`src/logic/ecjm_map.svh`:
```
// register indices, field positions, reset values and timing for the error/jitter meter
`ifndef ECJM_MAP_SVH
`define ECJM_MAP_SVH

// register indices; byte address is four times the index
`define ECJM_IDX_ERR_LOW 12'h023
`define ECJM_IDX_ERR_HIGH 12'h024
`define ECJM_IDX_ERR_CTRL 12'h025
`define ECJM_IDX_JM_CFG 12'h7E5
`define ECJM_IDX_POS_LOW 12'h7E6
`define ECJM_IDX_POS_HIGH 12'h7E7
`define ECJM_IDX_NEG_LOW 12'h7E8
`define ECJM_IDX_NEG_HIGH 12'h7E9
`define ECJM_IDX_INT_STAT 12'h7F0
`define ECJM_IDX_INT_MASK 12'h7F1

// jitter_meter_config fields
`define ECJM_FILTER_BAND_SELECT_BIT 0
`define ECJM_PERIOD_MODE_SELECT_BIT 1
`define ECJM_MANUAL_PERIOD_STOP_BIT 2
`define ECJM_JM_RESET 3'h0

// error control fields
`define ECJM_EC_UPDATE_BIT 0
`define ECJM_EC_MODE_BIT 1
`define ECJM_EC_RESET 1'h0

// interrupt status/mask fields
`define ECJM_INT_OVF_BIT 0
`define ECJM_INT_JIT_BIT 1
`define ECJM_INT_RESET 2'h0

// reset value of every result byte
`define ECJM_RESULT_RESET 8'h00

// automatic jitter period and the clock rate it is counted in
`define ECJM_AUTO_PERIOD_S 1
`define ECJM_CLK_HZ 250000000

// bus answers
`define ECJM_RESP_OKAY 2'h0
`define ECJM_RESP_SLVERR 2'h2

`endif

```
`src/logic/ecjm_pkg.sv`:
```
// types shared by the error/jitter meter files
package ecjm_pkg;
   typedef logic [11:0] ecjm_peak_t;
   typedef logic [15:0] ecjm_count_t;
   typedef logic [13:0] ecjm_addr_t;
endpackage

```
`src/logic/ecjm_peak_track.sv`:
```
// running positive and negative peak tracker for the demodulated jitter
`timescale 1ns/1ps
module ecjm_peak_track
   import ecjm_pkg::*;
#(
   parameter int SAMPLE_W = 13
) (
   // clock, reset, enable
   input wire logic clock_i,
   input wire logic reset_i,
   input wire logic ce_i,
   // samples
   input wire logic signed [SAMPLE_W-1:0] sample_i,
   input wire logic sample_valid_i,
   input wire logic restart_i,
   // running peaks
   output ecjm_peak_t pos_peak_o,
   output ecjm_peak_t neg_peak_o
);

   ecjm_peak_t pos_peak;
   ecjm_peak_t neg_peak;

   // elaboration check: wider samples would lose bits in the clip
   if (SAMPLE_W < 2 || SAMPLE_W > 13) begin : g_bad_width
      $error("sample width must be 2 to 13 bits");
   end

   // magnitude of a sample, clipped to twelve bits
   function automatic ecjm_peak_t clip_mag(input logic signed [SAMPLE_W-1:0] s);
      logic [SAMPLE_W-1:0] mag;
      mag = s[SAMPLE_W-1] ? SAMPLE_W'(-s) : SAMPLE_W'(s);
      if (mag > SAMPLE_W'(12'hFFF)) begin
         clip_mag = 12'hFFF;
      end else begin
         clip_mag = 12'(mag);
      end
   endfunction

   // restart takes precedence so the new period starts from zero
   always_ff @(posedge clock_i or posedge reset_i) begin
      if (reset_i) begin
         pos_peak <= 12'h000;
         neg_peak <= 12'h000;
      end else if (ce_i) begin
         if (restart_i) begin
            pos_peak <= 12'h000;
            neg_peak <= 12'h000;
         end else if (sample_valid_i) begin
            if (!sample_i[SAMPLE_W-1] && clip_mag(sample_i) > pos_peak) begin
               pos_peak <= clip_mag(sample_i);
            end
            if (sample_i[SAMPLE_W-1] && clip_mag(sample_i) > neg_peak) begin
               neg_peak <= clip_mag(sample_i);
            end
         end
      end
   end

   assign pos_peak_o = pos_peak;
   assign neg_peak_o = neg_peak;

endmodule

```
`src/logic/ecjm_meter.sv`:
```
// error tally and channel 0 jitter meter with AXI4-Lite register access
// Function
// - sixteen-bit error count readable as low and high byte, zero after reset
// - count bytes refresh automatically or on manual request, chosen by mode bit
// - period mode bit: 0 manual stop-ended, 1 one-second repeating; reset manual
// - stop bit rising edge latches peaks only in manual mode
// - band bit selects low or high jitter filter band
// - greatest positive peak reported as twelve bits, low byte plus high nibble
// - positive peak in UIpp equals twelve-bit value divided by sixteen
// - greatest negative peak reported likewise, twelve bits, scaled by sixteen
// - error counter overflow sets write-one-to-clear interrupt flag
//
// The AXI4-Lite interface to the registers is this design's own decision.
`timescale 1ns/1ps
`include "ecjm_map.svh"
module ecjm_meter
   import ecjm_pkg::*;
#(
   parameter int unsigned PERIOD_CYCLES = `ECJM_AUTO_PERIOD_S * `ECJM_CLK_HZ,
   parameter int SAMPLE_W = 13
) (
   // clock, reset, enable
   input wire logic clock_i,
   input wire logic reset_i,
   input wire logic ce_i,
   // error events and round boundary from the pattern checker
   input wire logic error_event_i,
   input wire logic round_end_i,
   // demodulated jitter of channel 0
   input wire logic signed [SAMPLE_W-1:0] jitter_sample_i,
   input wire logic jitter_valid_i,
   // filter control
   output logic filter_band_select_o,
   // interrupt
   output logic irq_o,
   // axi4-lite write address
   input wire logic [13:0] s_axi_awaddr,
   input wire logic s_axi_awvalid,
   output logic s_axi_awready,
   // axi4-lite write data
   input wire logic [31:0] s_axi_wdata,
   input wire logic [3:0] s_axi_wstrb,
   input wire logic s_axi_wvalid,
   output logic s_axi_wready,
   // axi4-lite write response
   output logic [1:0] s_axi_bresp,
   output logic s_axi_bvalid,
   input wire logic s_axi_bready,
   // axi4-lite read address
   input wire logic [13:0] s_axi_araddr,
   input wire logic s_axi_arvalid,
   output logic s_axi_arready,
   // axi4-lite read data
   output logic [31:0] s_axi_rdata,
   output logic [1:0] s_axi_rresp,
   output logic s_axi_rvalid,
   input wire logic s_axi_rready
);

   // elaboration checks: the counter needs two states, the tracker a sample it can clip
   if (PERIOD_CYCLES < 2) begin : g_bad_period
      $error("automatic period must be at least two cycles");
   end
   if (SAMPLE_W < 2 || SAMPLE_W > 13) begin : g_bad_sample
      $error("jitter sample width must be 2 to 13 bits");
   end

   // index of a byte address, or all ones when misaligned
   function automatic logic [11:0] addr_index(input ecjm_addr_t a);
      addr_index = (a[1:0] == 2'h0) ? a[13:2] : 12'hFFF;
   endfunction

   // true for every index that has a register behind it
   function automatic logic is_mapped(input logic [11:0] idx);
      is_mapped = idx == `ECJM_IDX_ERR_LOW || idx == `ECJM_IDX_ERR_HIGH ||
         idx == `ECJM_IDX_ERR_CTRL || idx == `ECJM_IDX_JM_CFG ||
         idx == `ECJM_IDX_POS_LOW || idx == `ECJM_IDX_POS_HIGH ||
         idx == `ECJM_IDX_NEG_LOW || idx == `ECJM_IDX_NEG_HIGH ||
         idx == `ECJM_IDX_INT_STAT || idx == `ECJM_IDX_INT_MASK;
   endfunction

   // zero-extend a byte or a nibble into a bus word; upper bits read zero
   function automatic logic [31:0] byte_word(input logic [7:0] b);
      byte_word = {24'h000000, b};
   endfunction

   function automatic logic [31:0] small_word(input logic [3:0] n);
      small_word = {28'h0000000, n};
   endfunction

   // bus state
   ecjm_addr_t aw_addr;
   logic aw_held;
   logic [7:0] w_byte;
   logic w_lane0;
   logic w_held;
   logic wr_fire;
   logic wr_ok;
   logic [11:0] wr_idx;

   // block state
   logic counting_mode_select;
   logic manual_update;
   logic [2:0] jitter_meter_config;
   ecjm_count_t error_tally;
   ecjm_count_t error_latched;
   ecjm_peak_t positive_peak_value;
   ecjm_peak_t negative_peak_value;
   ecjm_peak_t run_pos;
   ecjm_peak_t run_neg;
   logic [31:0] period_count;
   logic period_done;
   logic stop_rise;
   logic peak_latch;
   logic count_latch;
   logic overflow_event;
   logic [1:0] int_status;
   logic [1:0] int_mask;

   // ce_i low freezes the bus registers but not the ready outputs, so a request offered then is lost
   // write channels are taken independently and held until both are present
   assign s_axi_awready = !aw_held;
   assign s_axi_wready = !w_held;
   assign wr_fire = aw_held && w_held && !s_axi_bvalid;
   assign wr_idx = addr_index(aw_addr);
   // a write with lane 0 off is answered but changes nothing
   assign wr_ok = wr_fire && w_lane0;

   always_ff @(posedge clock_i or posedge reset_i) begin
      if (reset_i) begin
         aw_held <= 1'b0;
         aw_addr <= 14'h0000;
      end else if (ce_i) begin
         if (s_axi_awvalid && !aw_held) begin
            aw_held <= 1'b1;
            aw_addr <= s_axi_awaddr;
         end else if (wr_fire) begin
            aw_held <= 1'b0;
         end
      end
   end

   always_ff @(posedge clock_i or posedge reset_i) begin
      if (reset_i) begin
         w_held <= 1'b0;
         w_byte <= 8'h00;
         w_lane0 <= 1'b0;
      end else if (ce_i) begin
         if (s_axi_wvalid && !w_held) begin
            w_held <= 1'b1;
            w_byte <= s_axi_wdata[7:0];
            w_lane0 <= s_axi_wstrb[0];
         end else if (wr_fire) begin
            w_held <= 1'b0;
         end
      end
   end

   // write response; unmapped or misaligned addresses answer with slverr
   always_ff @(posedge clock_i or posedge reset_i) begin
      if (reset_i) begin
         s_axi_bvalid <= 1'b0;
         s_axi_bresp <= `ECJM_RESP_OKAY;
      end else if (ce_i) begin
         if (wr_fire) begin
            s_axi_bvalid <= 1'b1;
            if (is_mapped(wr_idx)) begin
               s_axi_bresp <= `ECJM_RESP_OKAY;
            end else begin
               s_axi_bresp <= `ECJM_RESP_SLVERR;
            end
         end else if (s_axi_bready) begin
            s_axi_bvalid <= 1'b0;
         end
      end
   end

   // error control: mode bit holds, update bit is a write pulse only
   always_ff @(posedge clock_i or posedge reset_i) begin
      if (reset_i) begin
         counting_mode_select <= `ECJM_EC_RESET;
         manual_update <= 1'b0;
      end else if (ce_i) begin
         manual_update <= 1'b0;
         if (wr_ok && wr_idx == `ECJM_IDX_ERR_CTRL) begin
            counting_mode_select <= w_byte[`ECJM_EC_MODE_BIT];
            manual_update <= w_byte[`ECJM_EC_UPDATE_BIT];
         end
      end
   end

   // config keeps only bits 2..0, so upper bits never store
   always_ff @(posedge clock_i or posedge reset_i) begin
      if (reset_i) begin
         jitter_meter_config <= `ECJM_JM_RESET;
      end else if (ce_i) begin
         if (wr_ok && wr_idx == `ECJM_IDX_JM_CFG) begin
            jitter_meter_config <= w_byte[2:0];
         end
      end
   end

   // stop rise counts only while the period is manual
   assign stop_rise = wr_ok && wr_idx == `ECJM_IDX_JM_CFG &&
      w_byte[`ECJM_MANUAL_PERIOD_STOP_BIT] && !jitter_meter_config[`ECJM_MANUAL_PERIOD_STOP_BIT] &&
      !jitter_meter_config[`ECJM_PERIOD_MODE_SELECT_BIT];
   assign filter_band_select_o = jitter_meter_config[`ECJM_FILTER_BAND_SELECT_BIT];

   // one-second period counter; held at zero in manual mode
   assign period_done = jitter_meter_config[`ECJM_PERIOD_MODE_SELECT_BIT] &&
      period_count == PERIOD_CYCLES - 1;
   always_ff @(posedge clock_i or posedge reset_i) begin
      if (reset_i) begin
         period_count <= 32'h00000000;
      end else if (ce_i) begin
         if (!jitter_meter_config[`ECJM_PERIOD_MODE_SELECT_BIT] || period_done) begin
            period_count <= 32'h00000000;
         end else begin
            period_count <= period_count + 32'h00000001;
         end
      end
   end

   assign peak_latch = period_done || stop_rise;

   // running peaks restart with each latched result
   ecjm_peak_track #(
      .SAMPLE_W(SAMPLE_W)
   ) u_peak (
      .clock_i(clock_i),
      .reset_i(reset_i),
      .ce_i(ce_i),
      .sample_i(jitter_sample_i),
      .sample_valid_i(jitter_valid_i),
      .restart_i(peak_latch),
      .pos_peak_o(run_pos),
      .neg_peak_o(run_neg)
   );

   // visible peaks; a new result overwrites an unread one
   always_ff @(posedge clock_i or posedge reset_i) begin
      if (reset_i) begin
         positive_peak_value <= 12'h000;
         negative_peak_value <= 12'h000;
      end else if (ce_i) begin
         if (peak_latch) begin
            positive_peak_value <= run_pos;
            negative_peak_value <= run_neg;
         end
      end
   end

   // round end source follows the counting mode
   assign count_latch = counting_mode_select ? manual_update : round_end_i;
   assign overflow_event = ce_i && error_event_i && !count_latch &&
      error_tally == 16'hFFFF;

   // tally saturates rather than wrapping so an overflowed count reads full, never small
   always_ff @(posedge clock_i or posedge reset_i) begin
      if (reset_i) begin
         error_tally <= 16'h0000;
         error_latched <= 16'h0000;
      end else if (ce_i) begin
         if (count_latch) begin
            error_latched <= error_tally;
            error_tally <= error_event_i ? 16'h0001 : 16'h0000;
         end else if (error_event_i && error_tally != 16'hFFFF) begin
            error_tally <= error_tally + 16'h0001;
         end
      end
   end

   // sticky status; an event in the clearing cycle wins
   always_ff @(posedge clock_i or posedge reset_i) begin
      if (reset_i) begin
         int_status <= `ECJM_INT_RESET;
      end else if (ce_i) begin
         for (int i = 0; i < 2; i++) begin
            if ((i == `ECJM_INT_OVF_BIT && overflow_event) ||
                (i == `ECJM_INT_JIT_BIT && peak_latch)) begin
               int_status[i] <= 1'b1;
            end else if (wr_ok && wr_idx == `ECJM_IDX_INT_STAT &&
                         w_byte[i]) begin
               int_status[i] <= 1'b0;
            end
         end
      end
   end

   // mask: a one routes the matching status bit to irq_o
   always_ff @(posedge clock_i or posedge reset_i) begin
      if (reset_i) begin
         int_mask <= `ECJM_INT_RESET;
      end else if (ce_i) begin
         if (wr_ok && wr_idx == `ECJM_IDX_INT_MASK) begin
            int_mask <= w_byte[1:0];
         end
      end
   end

   // irq is a gate of registers, so it moves the cycle after the write lands
   assign irq_o = |(int_status & int_mask);

   // read channel: one read at a time, data registered
   assign s_axi_arready = !s_axi_rvalid;
   always_ff @(posedge clock_i or posedge reset_i) begin
      if (reset_i) begin
         s_axi_rvalid <= 1'b0;
         s_axi_rdata <= 32'h00000000;
         s_axi_rresp <= `ECJM_RESP_OKAY;
      end else if (ce_i) begin
         if (s_axi_arvalid && !s_axi_rvalid) begin
            s_axi_rvalid <= 1'b1;
            s_axi_rresp <= `ECJM_RESP_OKAY;
            if (addr_index(s_axi_araddr) == `ECJM_IDX_ERR_LOW) begin
               s_axi_rdata <= byte_word(error_latched[7:0]);
            end else if (addr_index(s_axi_araddr) == `ECJM_IDX_ERR_HIGH) begin
               s_axi_rdata <= byte_word(error_latched[15:8]);
            end else if (addr_index(s_axi_araddr) == `ECJM_IDX_ERR_CTRL) begin
               s_axi_rdata <= small_word({2'h0, counting_mode_select, 1'b0});
            end else if (addr_index(s_axi_araddr) == `ECJM_IDX_JM_CFG) begin
               s_axi_rdata <= small_word({1'b0, jitter_meter_config});
            end else if (addr_index(s_axi_araddr) == `ECJM_IDX_POS_LOW) begin
               s_axi_rdata <= byte_word(positive_peak_value[7:0]);
            end else if (addr_index(s_axi_araddr) == `ECJM_IDX_POS_HIGH) begin
               s_axi_rdata <= small_word(positive_peak_value[11:8]);
            end else if (addr_index(s_axi_araddr) == `ECJM_IDX_NEG_LOW) begin
               s_axi_rdata <= byte_word(negative_peak_value[7:0]);
            end else if (addr_index(s_axi_araddr) == `ECJM_IDX_NEG_HIGH) begin
               s_axi_rdata <= small_word(negative_peak_value[11:8]);
            end else if (addr_index(s_axi_araddr) == `ECJM_IDX_INT_STAT) begin
               s_axi_rdata <= small_word({2'h0, int_status});
            end else if (addr_index(s_axi_araddr) == `ECJM_IDX_INT_MASK) begin
               s_axi_rdata <= small_word({2'h0, int_mask});
            end else begin
               s_axi_rdata <= 32'h00000000;
               s_axi_rresp <= `ECJM_RESP_SLVERR;
            end
         end else if (s_axi_rready) begin
            s_axi_rvalid <= 1'b0;
         end
      end
   end

endmodule

```
`config.mk`:
```
export PLATFORM = sky130hd
export DESIGN_NAME = ecjm_meter
export DESIGN_NICKNAME = d
export VERILOG_FILES = /design/src/logic/ecjm_pkg.sv /design/src/logic/ecjm_peak_track.sv /design/src/logic/ecjm_meter.sv
export VERILOG_INCLUDE_DIRS = /design/src /design/src/logic
export SDC_FILE = /design/constraint.sdc
export NUM_CORES = 1
export LEC_CHECK = 0
export ABC_AREA = 0
export BUFFER_PORTS_ARGS = -buffer_cell sky130_fd_sc_hd__buf_2
export CAP_MARGIN = 20
export CORE_MARGIN = 2
export CORE_UTILIZATION = 63
export DETAILED_ROUTE_END_ITERATION = 7
export GPL_ROUTABILITY_DRIVEN = 0
export PLACE_DENSITY = 0.95
export SLEW_MARGIN = 25
export SYNTH_ARGS = -nofsm -noshare
export SYNTH_HDL_FRONTEND = slang
export SYNTH_SLANG_ARGS = --single-unit
```
`constraint.sdc`:
```
create_clock -name clock_i -period 6.66 [get_ports clock_i]
set_input_delay 0.666 -clock clock_i [delete_from_list [all_inputs] [get_ports clock_i]]
set_output_delay 0.666 -clock clock_i [all_outputs]
set_load 0.005 [all_outputs]
```
==> metrics.yaml <==
fp.dieW_um: 123
synth_area_sq_um: 8950
hpwl_um: 15100
grt_pass1_vias: 7449
setup.worst_path.class: "in -> reg"
vias_per_cell: 6.57
cts_max_path_buffers: 2
final_antenna_net_count: 0
wl_um: 22700
avgSynthCellArea_sq_um: 9.41
die-area_sq_um: 15200
tns_ns: 0
clk_latency_ns: 0.44
seq_area_frac_synth_pct: 42.8
clock-sinks: 153
fin_skew_ns: 0.0117
postCtsSetupRepairBufs: 0
antenna_found_initial: 1
startpoint: "jitter_sample_i[4]"
ys.warnings.count: 0
gr-total-overflow: 0
cts_root_buf: "clkbuf_16"
status: "finished, final reports clean"
p_leak_nw: 4.53
ir_drop_mv: 0.202
worstPathArrival_ns: 4.34
dieHeight_um: 123
rsz0062_at_grt: "no"
hold_viol_final: 0
fmax_mhz: 251
hold_path_class: "in -> async"
total_power_mw: 2.91
synthCells: 951
ctsHoldBuffers: 0
io_pins: 131
area_delta_synth_final_pct: 11.0
cts_buffers: 17
cap_violations: 0
r2r-end: "negative_peak_value[0]$_DFFE_PP0P_"
cp-endpoint: "u_peak.pos_peak_o[9]$_DFFE_PP0P_"
synthFlopType: "dfrtp_1"
synthArstFlopShare_pct: 100
start_util_pct: 64.5
cts_tree: "done"
synth_edf_count: 0
cp_max_fo: 8
clkTransAtPathRegs_ns: 0.06
numPortBuffers: 72
grt_max_degree: 84
wl_per_cell_um: 18.9
htreeDepth: 4
ys_types: 79
period_needed_ns: 3.98
layout_common_cells: "dfrtp_1 (153), nand2_1 (102), o21ai_1 (76)"
tightest_slew_ns: 0.892
drc: 0
reg2reg_depth: 6
rows: 43
fin_cells: 1198
fillers: 926
layout.cells.most_common: "dfrtp_1"
track_usage_pct: 30.4
setup_violations: 0
worst_setup_path_start_kind: "input pin"
drtIter0Drc: 960
worstReg2RegStart: "period_count[24]$_DFFE_PP0P_"
endpoint_kind: "register"
ys_seq_elements: 153
post-place-cells: 1165
firstDrtPassIters: 8
required_ns: 7.02
grt_pass1_wl_um: 36100
drv_slew: 0
final_nets: 1119
drive_gt1_share_pct: 16.3
fp.coreArea_sq_um: 13900
num_vias: 7872
post-route-period-util_pct: 59.8
relSlewSlack_pct: 40.5
post_cts_resized: 0
rrSetupSlack_ns: 3.80
power_density_nw_per_um2: 293
[registers in the layout (all words and copies together) (netlist names), 2 cells and up]
| signal | cells |
|---|---|
| w_byte | 3 |
| period_count | 32 |
| error_tally | 16 |
| negative_peak_value | 12 |
| s_axi_rdata | 8 |
| jitter_meter_config | 3 |
| int_mask | 2 |
| aw_addr | 14 |
| int_status | 2 |
| positive_peak_value | 12 |
| error_latched | 16 |
| u_peak.neg_peak_o | 12 |
| u_peak.pos_peak_o | 12 |
[power breakdown]
group / switching (mW) / total, mW / internal (mW)
Sequential: 0.133 / 1.22 / 1.09
Clock: 0.381 / 1.03 / 0.645
Combinational: 0.382 / 0.663 / 0.282
[routing by layer]
layer	track usage, %	wire length (um)	up-vias
met5	0	15	-
met4	14.9	801	2
met3	7.20	1630	82
met2	48.7	11200	409
met1	38.9	9030	3834
li1	-	-	3545
[synthesized netlist by cell type, types with 26 or more instances]
| master | instances | area, sq um |
|---|---|---|
| buf_4 | 28 | 210 |
| mux2_2 | 30 | 338 |
| nand3_1 | 39 | 195 |
| o21ai_1 | 76 | 380 |
| nor2_1 | 40 | 150 |
| dfrtp_1 | 153 | 3830 |
| clkbuf_1 | 26 | 97.6 |
| mux2i_1 | 32 | 320 |
| inv_1 | 46 | 173 |
| a21oi_1 | 40 | 200 |
| o21ai_0 | 29 | 145 |
| nand2_1 | 102 | 383 |
| nand4_1 | 28 | 175 |
| ha_1 | 27 | 338 |
[worst max-delay path: stages]
cell,delay [ns]
buf_2,0.12
or4_4,0.57
or4b_4,0.63
o21ai_2,0.15
ha_1,0.32
and4b_1,0.20
a211oi_1,0.26
nor3_1,0.10
o41ai_2,0.75
buf_4,0.34
mux2i_1,0.21
[cell families (layout without fill, tap and decap cells)]
logic type,Yosys count,in the layout,share of synthesized area [%]
fa+ha+maj,27,27,3.78
compound gates,225,225,15.8
simple gates,348,348,21.9
xor+xnor,18,18,1.76
other cells,1,27,0.0419
mux,64,64,7.61
buf+inv,115,156,6.35
flops,153,153,42.8
[stage by stage]
stage          area [sq um]  worst slack [ns]  utilization [%]  hold slack, ns
3_5_place_dp           9310              2.19             67.0           0.464
6_report               9930              2.68             71.6           0.360
3_3_place_gp           9310              2.34             67.0           0.460
5_1_grt                9930              2.49             71.6           0.428
2_1_floorplan          9040              1.87                -           0.442
4_1_cts                9920              2.60             71.5           0.404
[layout make-up]
cell class                 instances  area [sq um]  share of cell area (%)
antenna                            1          2.50                  0.0252
inverter                          47           183                    1.84
clock buffer                      24           472                    4.75
multi-input combinational        708          4680                    47.1
timing repair buffer              77           398                    4.01
clock inverter                     8           143                    1.44
tap                              180           225                    2.27
sequential                       153          3830                    38.5
[how the worst min path moves through the flow]
| stage | to | slack, ns | depth (start not counted) |
|---|---|---|---|
| floorplan | error_latched[9]$_DFFE_PP0P_ | 0.44 | 2 |
| global placement | error_latched[9]$_DFFE_PP0P_ | 0.46 | 2 |
| detailed placement | error_latched[7]$_DFFE_PP0P_ | 0.46 | 2 |
| CTS | u_peak.pos_peak_o[9]$_DFFE_PP0P_ | 0.40 | 2 |
| global route | positive_peak_value[10]$_DFFE_PP0P_ | 0.43 | 2 |
| finish | u_peak.pos_peak_o[10]$_DFFE_PP0P_ | 0.36 | 2 |
No activity file was read; power rests on OpenSTA's default activity.
